### src/logic/mode_config_defines.svh
`ifndef MODE_CONFIG_DEFINES_SVH
`define MODE_CONFIG_DEFINES_SVH
// How it works
// Software mode only when all three oversample straps are high
// Interface strap low selects parallel port, high selects serial port
// Software mode ignores the range strap; spans come from span registers
// Software mode spans are per channel, with 2.5 V beside 5 V and 10 V
// Entering software mode leaves every configuration register at its default
// Host pulses reset pin; device reloads all defaults
// Identity, version and reset-detect fields are readable by the host
// Serial port is an SPI slave in mode 2, polarity high, phase zero
// Registers written over serial data-in or over parallel write strobe
// Software mode oversample factor ranges from none up to 256
// Hardware mode oversample factor ranges from none up to 64
// Software mode selects one, two or four data lines; hardware fixes two
// Host writes span, oversample and other settings before using conversions
// A serial read must precede serial writes; it enables register access
// Span register holds two channels: high nibble upper, low nibble lower
// Serial frame is sixteen bits: flag, address, data; read answers next frame

// ===========================================================
// Host register indices
`define REG_STATUS       4'h1
`define REG_CONFIG       4'h2
`define REG_SPAN_FIRST   4'h3
`define REG_SPAN_LAST    4'h6
`define REG_OVERSAMPLE   4'h8
`define REG_IDENT        4'hA
// ===========================================================
// Wishbone word indices beyond the host map
`define WB_IRQ_STATUS    8'h10
`define WB_IRQ_MASK      8'h11
`define WB_MODE_STATE    8'h12
// ===========================================================
// Reset values and fields
`define CONFIG_DEFAULT   8'h01
`define SPAN_DEFAULT     8'h11
`define OS_DEFAULT       8'h00
// Identity values are arbitrary
`define PART_IDENTITY    4'h5
`define DIE_VERSION      4'h1
`define SPAN_CODE_2P5    4'h0
`define SPAN_CODE_5      4'h1
`define OS_SW_MAX        4'h8
`define OS_HW_MAX        4'h6
`define LINES_ONE        2'h0
`define LINES_TWO        2'h1
`define LINES_FOUR       2'h2
`define IRQ_HOST_WRITE   0
`define IRQ_HOST_RESET   1
`define IRQ_HOST_READ    2
`define FRAME_LAST_BIT   5'h0F
`endif

### src/logic/mode_config_pkg.sv
package mode_config_pkg;
	typedef enum logic [1:0] {SPAN_2P5, SPAN_5, SPAN_10} span_e;
	typedef logic [7:0] byte_t;
endpackage

### src/logic/host_req_if.sv
`timescale 1ns/10ps
// ===========================================================
// Serial frame handed from the SPI slave to the register file
interface host_req_if;
	logic                        valid;
	logic                        rd;
	logic [6:0]                  addr;
	mode_config_pkg::byte_t      wdata;
	mode_config_pkg::byte_t      rdata;
	modport src  (output valid, output rd, output addr, output wdata, input rdata);
	modport sink (input valid, input rd, input addr, input wdata, output rdata);
endinterface

### src/logic/mode_config_top.sv
// Register access over Wishbone and the placing of the registers are this design's own decisions.
`timescale 1ns/10ps
`include "mode_config_defines.svh"
// ===========================================================
// Mode straps, host register port and configuration outputs
module mode_config_top (
	// Clock and reset
	input  wire logic         clk_i,
	input  wire logic         rst_i,
	// Wishbone slave
	input  wire logic [9:0]   wb_adr_i,
	input  wire logic [31:0]  wb_dat_i,
	input  wire logic [3:0]   wb_sel_i,
	input  wire logic         wb_we_i,
	input  wire logic         wb_cyc_i,
	input  wire logic         wb_stb_i,
	output logic [31:0]       wb_dat_o,
	output logic              wb_ack_o,
	// Straps
	input  wire logic         oversample_strap_hi_i,
	input  wire logic         oversample_strap_mid_i,
	input  wire logic         oversample_strap_lo_i,
	input  wire logic         interface_select_strap_i,
	input  wire logic         range_strap_i,
	// Host reset pin
	input  wire logic         host_reset_i,
	// Serial port
	input  wire logic         sclk_i,
	input  wire logic         cs_n_i,
	input  wire logic         sdi_i,
	output logic              sdo_o,
	output logic              sdo_oe_o,
	// Parallel port
	input  wire logic         par_cs_n_i,
	input  wire logic         par_wr_n_i,
	input  wire logic [15:0]  par_db_i,
	// Configuration outputs and interrupt
	output logic              sw_mode_o,
	output logic              serial_if_o,
	output logic [15:0]       span_sel_o,
	output logic [3:0]        oversample_factor_o,
	output logic [1:0]        dout_lines_o,
	output logic              irq_o
);
	// ===========================================================
	// Strap capture
	logic        load_reg, sw_mode_reg, sw_mode_next, serial_reg, serial_next;
	logic        pin_d_reg, par_wr_d_reg, host_reset_rise;
	logic [2:0]  hw_os_reg, hw_os_next;

	assign host_reset_rise = host_reset_i & ~pin_d_reg;

	// Straps are caught after reset release, never inside the reset branch
	always_comb
	begin
		sw_mode_next = sw_mode_reg;
		serial_next = serial_reg;
		hw_os_next = hw_os_reg;
		if (load_reg || host_reset_rise)
		begin
			sw_mode_next = oversample_strap_hi_i & oversample_strap_mid_i
				& oversample_strap_lo_i;
			serial_next = interface_select_strap_i;
			hw_os_next = {oversample_strap_hi_i, oversample_strap_mid_i,
				oversample_strap_lo_i};
		end
	end

	always_ff @(posedge clk_i)
	begin
		if (rst_i)
		begin
			load_reg <= 1'b1;
			sw_mode_reg <= 1'b0;
			serial_reg <= 1'b0;
			hw_os_reg <= 3'h0;
			pin_d_reg <= 1'b0;
			par_wr_d_reg <= 1'b1;
		end
		else
		begin
			load_reg <= 1'b0;
			sw_mode_reg <= sw_mode_next;
			serial_reg <= serial_next;
			hw_os_reg <= hw_os_next;
			pin_d_reg <= host_reset_i;
			par_wr_d_reg <= par_wr_n_i;
		end
	end

	// ===========================================================
	// Host port: serial frames or parallel strobe
	host_req_if spi_bus ();
	logic       par_write, host_we, host_rd, wb_take, wb_write;
	logic [3:0] host_idx;
	logic [7:0] host_wdata, wb_idx;

	spi_frame u_spi (
		.clk_i    (clk_i),
		.rst_i    (rst_i),
		.sclk_i   (sclk_i),
		.cs_n_i   (cs_n_i | ~serial_reg),
		.sdi_i    (sdi_i),
		.sdo_o    (sdo_o),
		.sdo_oe_o (sdo_oe_o),
		.req      (spi_bus.src)
	);

	logic       reg_mode_reg, reg_mode_next, detect_reg, detect_next;
	logic [7:0] cfg_reg [0:15];
	logic [7:0] cfg_next [0:15];

	assign par_write = ~serial_reg & ~par_cs_n_i & par_wr_d_reg & ~par_wr_n_i;
	assign host_idx = serial_reg ? spi_bus.addr[3:0] : par_db_i[11:8];
	assign host_wdata = serial_reg ? spi_bus.wdata : par_db_i[7:0];
	// Serial writes before the first serial read are dropped; parallel writes are not
	assign host_we = sw_mode_reg & ((serial_reg & spi_bus.valid & ~spi_bus.rd
		& reg_mode_reg) | par_write);
	assign host_rd = sw_mode_reg & serial_reg & spi_bus.valid & spi_bus.rd;
	assign wb_take = wb_cyc_i & wb_stb_i & ~wb_ack_o;
	assign wb_write = wb_take & wb_we_i & wb_sel_i[0];
	assign wb_idx = wb_adr_i[9:2];

	function automatic logic writable(input logic [3:0] idx);
		writable = (idx == `REG_CONFIG) || (idx == `REG_OVERSAMPLE)
			|| (idx >= `REG_SPAN_FIRST && idx <= `REG_SPAN_LAST);
	endfunction

	function automatic logic [7:0] reg_default(input logic [3:0] idx);
		if (idx == `REG_CONFIG)
			reg_default = `CONFIG_DEFAULT;
		else if (idx >= `REG_SPAN_FIRST && idx <= `REG_SPAN_LAST)
			reg_default = `SPAN_DEFAULT;
		else
			reg_default = `OS_DEFAULT;
	endfunction

	function automatic logic [7:0] reg_read(input logic [3:0] idx);
		if (idx == `REG_STATUS)
			reg_read = {7'h00, detect_reg};
		else if (idx == `REG_IDENT)
			reg_read = {`PART_IDENTITY, `DIE_VERSION};
		else if (writable(idx))
			reg_read = cfg_reg[idx];
		else
			reg_read = 8'h00;
	endfunction

	assign spi_bus.rdata = (spi_bus.addr[6:4] == 3'h0) ? reg_read(spi_bus.addr[3:0]) : 8'h00;

	always_comb
	begin
		cfg_next = cfg_reg;
		reg_mode_next = reg_mode_reg;
		detect_next = detect_reg;
		if (host_reset_i)
		begin
			for (int i = 0; i < 16; i++)
				cfg_next[i] = reg_default(4'(i));
			reg_mode_next = 1'b0;
			detect_next = 1'b1;
		end
		else
		begin
			if (wb_write && wb_idx[7:4] == 4'h0 && writable(wb_idx[3:0]))
				cfg_next[wb_idx[3:0]] = wb_dat_i[7:0];
			// Host port wins a same-cycle clash with software
			if (host_we && writable(host_idx))
				cfg_next[host_idx] = host_wdata;
			if (host_we && host_idx == `REG_STATUS && host_wdata[0])
				detect_next = 1'b0;
			if (host_rd)
				reg_mode_next = 1'b1;
		end
	end

	always_ff @(posedge clk_i)
	begin
		if (rst_i)
		begin
			for (int i = 0; i < 16; i++)
				cfg_reg[i] <= reg_default(4'(i));
			reg_mode_reg <= 1'b0;
			detect_reg <= 1'b1;
		end
		else
		begin
			cfg_reg <= cfg_next;
			reg_mode_reg <= reg_mode_next;
			detect_reg <= detect_next;
		end
	end

	// ===========================================================
	// Configuration outputs
	mode_config_pkg::span_e lane_span [0:7];
	logic [15:0] span_next;
	logic [3:0]  os_next, os_sw;
	logic [1:0]  lines_next;

	for (genvar g = 0; g < 8; g++)
	begin : g_lane
		span_lane u_lane (
			.sw_mode_i     (sw_mode_reg),
			.range_strap_i (range_strap_i),
			.code_i        (cfg_reg[`REG_SPAN_FIRST + g / 2][(g % 2) * 4 +: 4]),
			.span_o        (lane_span[g])
		);
	end

	assign os_sw = cfg_reg[`REG_OVERSAMPLE][3:0];

	always_comb
	begin
		for (int i = 0; i < 8; i++)
			span_next[i * 2 +: 2] = lane_span[i];
		if (sw_mode_reg)
		begin
			os_next = (os_sw > `OS_SW_MAX) ? `OS_SW_MAX : os_sw;
			lines_next = (cfg_reg[`REG_CONFIG][1:0] > `LINES_FOUR) ? `LINES_TWO
				: cfg_reg[`REG_CONFIG][1:0];
		end
		else
		begin
			os_next = {1'b0, hw_os_reg};
			lines_next = `LINES_TWO;
		end
	end

	always_ff @(posedge clk_i)
	begin
		if (rst_i)
		begin
			span_sel_o <= 16'h0000;
			oversample_factor_o <= 4'h0;
			dout_lines_o <= `LINES_TWO;
		end
		else
		begin
			span_sel_o <= span_next;
			oversample_factor_o <= os_next;
			dout_lines_o <= lines_next;
		end
	end

	assign sw_mode_o = sw_mode_reg;
	assign serial_if_o = serial_reg;

	// ===========================================================
	// Interrupts and Wishbone slave
	logic [2:0]  irq_stat_reg, irq_stat_next, irq_mask_reg, irq_mask_next, events;
	logic [31:0] wb_dat_next;

	assign events = {host_rd, host_reset_rise, host_we};

	always_comb
	begin
		irq_stat_next = irq_stat_reg;
		irq_mask_next = irq_mask_reg;
		wb_dat_next = wb_dat_o;
		if (wb_take && !wb_we_i)
		begin
			if (wb_idx[7:4] == 4'h0)
				wb_dat_next = {24'h00_0000, reg_read(wb_idx[3:0])};
			else if (wb_idx == `WB_IRQ_STATUS)
			begin
				wb_dat_next = {29'h0000_0000, irq_stat_reg};
				irq_stat_next = 3'h0;
			end
			else if (wb_idx == `WB_IRQ_MASK)
				wb_dat_next = {29'h0000_0000, irq_mask_reg};
			else if (wb_idx == `WB_MODE_STATE)
				wb_dat_next = {23'h00_0000, reg_mode_reg, serial_reg, sw_mode_reg,
					dout_lines_o, oversample_factor_o};
			else
				wb_dat_next = 32'h0000_0000;
		end
		if (wb_write && wb_idx == `WB_IRQ_MASK)
			irq_mask_next = wb_dat_i[2:0];
		// New events win over the read clear
		irq_stat_next = irq_stat_next | events;
	end

	always_ff @(posedge clk_i)
	begin
		if (rst_i)
		begin
			irq_stat_reg <= 3'h0;
			irq_mask_reg <= 3'h0;
			wb_dat_o <= 32'h0000_0000;
			wb_ack_o <= 1'b0;
		end
		else
		begin
			irq_stat_reg <= irq_stat_next;
			irq_mask_reg <= irq_mask_next;
			wb_dat_o <= wb_dat_next;
			wb_ack_o <= wb_take;
		end
	end

	assign irq_o = |(irq_stat_reg & irq_mask_reg);
endmodule

### src/logic/span_lane.sv
`timescale 1ns/10ps
`include "mode_config_defines.svh"
// ===========================================================
// One channel's span choice
module span_lane (
	// Mode
	input  wire logic                   sw_mode_i,
	input  wire logic                   range_strap_i,
	// Span code nibble
	input  wire logic [3:0]             code_i,
	// Chosen span
	output mode_config_pkg::span_e      span_o
);
	always_comb
	begin
		if (!sw_mode_i)
			span_o = range_strap_i ? mode_config_pkg::SPAN_10 : mode_config_pkg::SPAN_5;
		else if (code_i == `SPAN_CODE_2P5)
			span_o = mode_config_pkg::SPAN_2P5;
		else if (code_i == `SPAN_CODE_5)
			span_o = mode_config_pkg::SPAN_5;
		else
			span_o = mode_config_pkg::SPAN_10;
	end
endmodule

### src/logic/spi_frame.sv
`timescale 1ns/10ps
`include "mode_config_defines.svh"
// ===========================================================
// SPI slave, sixteen-bit frames
module spi_frame (
	// Clock and reset
	input  wire logic  clk_i,
	input  wire logic  rst_i,
	// SPI pins
	input  wire logic  sclk_i,
	input  wire logic  cs_n_i,
	input  wire logic  sdi_i,
	output logic       sdo_o,
	output logic       sdo_oe_o,
	// Frame to register file
	host_req_if.src    req
);
	logic        sclk_d_reg, sclk_d_next, cs_d_reg, cs_d_next, valid_reg, valid_next;
	logic [15:0] in_reg, in_next, out_reg, out_next;
	logic [4:0]  cnt_reg, cnt_next;
	logic [7:0]  reply_reg, reply_next;
	logic        fall, rise, start;

	// Mode 2: idle high, sample on falling edge, shift out on rising edge
	assign fall = sclk_d_reg & ~sclk_i & ~cs_n_i;
	assign rise = ~sclk_d_reg & sclk_i & ~cs_n_i;
	assign start = cs_d_reg & ~cs_n_i;

	always_comb
	begin
		sclk_d_next = sclk_i;
		cs_d_next = cs_n_i;
		in_next = in_reg;
		out_next = out_reg;
		cnt_next = cnt_reg;
		valid_next = 1'b0;
		reply_next = valid_reg ? req.rdata : reply_reg;
		if (start)
		begin
			cnt_next = 5'h00;
			out_next = {8'h00, reply_reg};
		end
		else if (fall)
		begin
			in_next = {in_reg[14:0], sdi_i};
			cnt_next = cnt_reg + 5'h01;
			valid_next = (cnt_reg == `FRAME_LAST_BIT);
		end
		else if (rise)
			out_next = {out_reg[14:0], 1'b0};
	end

	always_ff @(posedge clk_i)
	begin
		if (rst_i)
		begin
			sclk_d_reg <= 1'b1;
			cs_d_reg <= 1'b1;
			in_reg <= 16'h0000;
			out_reg <= 16'h0000;
			cnt_reg <= 5'h00;
			valid_reg <= 1'b0;
			reply_reg <= 8'h00;
		end
		else
		begin
			sclk_d_reg <= sclk_d_next;
			cs_d_reg <= cs_d_next;
			in_reg <= in_next;
			out_reg <= out_next;
			cnt_reg <= cnt_next;
			valid_reg <= valid_next;
			reply_reg <= reply_next;
		end
	end

	assign sdo_o = out_reg[15];
	assign sdo_oe_o = ~cs_n_i;
	assign req.valid = valid_reg;
	assign req.rd = in_reg[15];
	assign req.addr = in_reg[14:8];
	assign req.wdata = in_reg[7:0];
endmodule

### config.mk
export PLATFORM = sky130hd
export DESIGN_NAME = mode_config_top
export DESIGN_NICKNAME = d
export VERILOG_FILES = /design/src/logic/mode_config_pkg.sv /design/src/logic/host_req_if.sv /design/src/logic/mode_config_top.sv /design/src/logic/span_lane.sv /design/src/logic/spi_frame.sv
export VERILOG_INCLUDE_DIRS = /design/src /design/src/logic
export SDC_FILE = /design/constraint.sdc
export NUM_CORES = 1
export LEC_CHECK = 0
export BUFFER_PORTS_ARGS = -buffer_cell sky130_fd_sc_hd__buf_2
export CAP_MARGIN = 40
export CORE_UTILIZATION = 58
export DETAILED_ROUTE_END_ITERATION = 8
export GPL_TIMING_DRIVEN = 1
export PLACE_DENSITY = 0.77
export REMOVE_ABC_BUFFERS = 1
export SYNTH_ARGS = -nofsm -noshare
export SYNTH_HDL_FRONTEND = slang
export SYNTH_SLANG_ARGS = --single-unit
export TNS_END_PERCENT = 100
### constraint.sdc
create_clock -name clk_i -period 2.4 [get_ports clk_i]
set_input_delay 0.24 -clock clk_i [delete_from_list [all_inputs] [get_ports clk_i]]
set_output_delay 0.24 -clock clk_i [all_outputs]
set_load 0.01 [all_outputs]
==> results.tsv <==
metric	value	unit
RSZ-0062 raised after global routing	false	
layout cell share with drive strength beyond 1	22.50	%
total routed wirelength	26.46	mm
gr usage total	29.39	%
area grow syn2layout	13.23	%
core area	17360	um2
die extent in x	135.4	um
worst reg2reg setup slack	0.24	ns
Final min period	2.163	ns
Row Count	48	
DRC	0	
final instance area	11690	um2
Worst Max-Slew Pin Slew	0.6531	ns
Syn Area/Cell	9.918	um2
Startpoint Class	flop	
leakage	4.655	nW
gpl congestion	0.8996	
# setup viols final	0	
first-pass GRT wire length	41.81	mm
post-synth cell types	68	
Hold Crit Class	primary input to flop	
Layout Skew	0.02656	ns
IO Port Bufs	81	
Max Fclk	0.4623	GHz
Starting Density	59.49	%
largest net degree at the start of global routing	88	
nets@finish	1195	
register area share after synthesis	42.27	%
H-tree depth	1	
die area	18340	um2
Crit Path Max Fanout	8	
top cell type's share of synthesized area	42.27	%
Synth area leader	dfxtp_1	
dpl hpwl	18.75	mm
synthesized flop and latch total	218	
Slew headroom	56.46	%
Peak VDD IR	599.7	uV
Max Cap Viol	0	
ys flop type	dfxtp_1	
pwr dens	648.7	nW/um2
I/O pin cnt	138	
post-layout util	67.36	%
die span in y	135.4	um
Max Root-Sink Buffers	3	
Overflow after GRT	0	
TritonRoute pass-1 iters	7	
# clock sinks	218	
crit path DAT	2.59	ns
placed cell count	1310	
placed inst area	10920	um2
Setup Fix Bufs, Post-CTS	0	
Fin. Hold Viols	0	
vias in the first global route	7774	
FF+latch area	4368	um2
initial DRC count	631	
Ant. Diodes	0	
clock slew at reported path FFs	0.06	ns
Multi-input gate area	5475	um2
Worst Path Class, Setup	flop to flop	
number of synthesized flops with an enable pin	0	
top cells by area, synth	dfxtp_1 42%, mux2i_1 8.7%, mux4_2 8.3%	
max FFs per register	122	
Final Non-Filler Cells	1354	
CTS Buf Count	23	
Routed WL per cell	19.55	um
worst r2r src	serial_if_o$_SDFFE_PP0P_	
Critical Path RT	2.83	ns
CTS tree	built	
hold_sp	oversample_strap_hi_i	
Worst-Skew Late Latency	0.52	ns
crit path launch	serial_if_o$_SDFFE_PP0P_	
initial antenna violation count	0	
Synth async-reset ratio	0	%
fin crit share	90.13	%
vias	8178	
Netlist Area Pre-Place	10320	um2
YS warnings	0	
outcome	finished, final reports clean	
Max Slew Vio Count	0	
fill cell count	1367	
vias per inst	6.040	
CP Capture Type	flop	
Synth Instances	1041	
post-route antenna net violation count	0	
Clock Root Buffer	clkbuf_16	
[final timing paths]
path              cells past startpoint                         to
hold / removal                        3  hw_os_reg[2]$_SDFFE_PP0P_
setup reg to reg                      5     cfg_reg[83]$_SDFF_PP0_
setup / recovery                      5     cfg_reg[83]$_SDFF_PP0_
hold reg to reg                       2  hw_os_reg[1]$_SDFFE_PP0P_
[per-layer routing]
| metal | track usage (%) | share of wire (%) |
|---|---|---|
| met1 | 39.54 | 42 |
| met2 | 47.24 | 46 |
| met3 | 4.976 | 7.6 |
| met4 | 11.17 | 4.0 |
| met5 | 0.8333 | 0 |
[per-stage QoR]
step	setup slack (ns)	setup TNS (ns)	hold slack [ns]	power, mW
2_1_floorplan	-0.6446	-21.88	0.2677	3.994
3_3_place_gp	0.1967	0	0.4365	4.234
3_5_place_dp	0.1728	0	0.4410	4.239
4_1_cts	0.1476	0	0.004042	7.599
5_1_grt	0.05532	0	0.02034	7.791
6_report	0.2369	0	0.01014	7.584
[Yosys cell counts (all sizes together) (18+ instances only)]
cell type and instances:
clkbuf 46, nor2b 19, a21oi 55, mux4 38, mux2 34, o21ai 18
nand3 21, dfxtp 218, and2 80, nor2 106, buf 53, a211oi 46
nand2 62, a22oi 23, mux2i 90
[cells in the final DEF, fill, tap and decap left out, types with 5 or more instances in the layout]
| master | netlist | routed |
|---|---|---|
| mux4_2 | 38 | 38 |
| nor3_1 | 12 | 12 |
| a21oi_1 | 55 | 55 |
| mux2_2 | 34 | 34 |
| nor4b_1 | 11 | 11 |
| o21ai_0 | 17 | 17 |
| buf_2 | 18 | 81 |
| conb_1 | 1 | 23 |
| a211oi_1 | 40 | 40 |
| a31oi_1 | 8 | 8 |
| clkbuf_8 | 0 | 7 |
| dlygate4sd3_1 | 0 | 5 |
| nor2b_1 | 19 | 19 |
| or2_2 | 6 | 6 |
| nand2b_1 | 7 | 7 |
| a22oi_1 | 23 | 23 |
| nand2_1 | 62 | 62 |
| and2_1 | 79 | 79 |
| buf_4 | 25 | 37 |
| nand3_1 | 21 | 21 |
| a211oi_2 | 6 | 6 |
| nand4_1 | 6 | 6 |
| mux2i_1 | 90 | 90 |
| a22o_1 | 6 | 6 |
| nor2_1 | 106 | 105 |
| clkbuf_16 | 0 | 23 |
| inv_1 | 9 | 9 |
| dfxtp_1 | 218 | 215 |
[logic make-up after synthesis]
family	share of synthesized area, %
XOR/XNOR	0.2545
other	0.03632
AO/OA/AOI/OAI	12.14
flip-flops	42.27
AND/OR/NAND/NOR	18.72
buffers and inverters	5.611
adder cells (fa/ha/maj)	0.2423
multiplexers	20.72
[area by class of cell]
cell class	instances	share of cell area [%]
Tap cell	225	2.408
Sequential cell	218	37.36
Timing Repair Buffer	127	6.956
Inverter	9	0.2890
Multi-Input combinational cell	736	46.83
Clock buffer	34	5.875
Clock inverter	5	0.2783
[critical path, cell delays in order (launching register included)]
cell and delay, ns:
dfxtp_2 0.49, mux2i_1 0.40, nand2_1 0.17, o22a_1 0.34, or2_2 0.43, a211oi_1 0.24
[power breakdown]
part / internal (mW) / total [mW] / switching (mW)
Combinational: 0.179 / 0.497 / 0.318
Sequential: 3.66 / 3.68 / 0.0200
Clock: 1.97 / 3.41 / 1.44
Total: 5.81 / 7.58 / 1.78
[what timing repair did]
item / in CTS / in global routing
endpoints found under the hold margin: 5 / 0
setup endpoints to repair: 0 / 1
resized for setup: 0 / 1
hold buffers: 5 / 0
(Power assumes the default switching activity.)
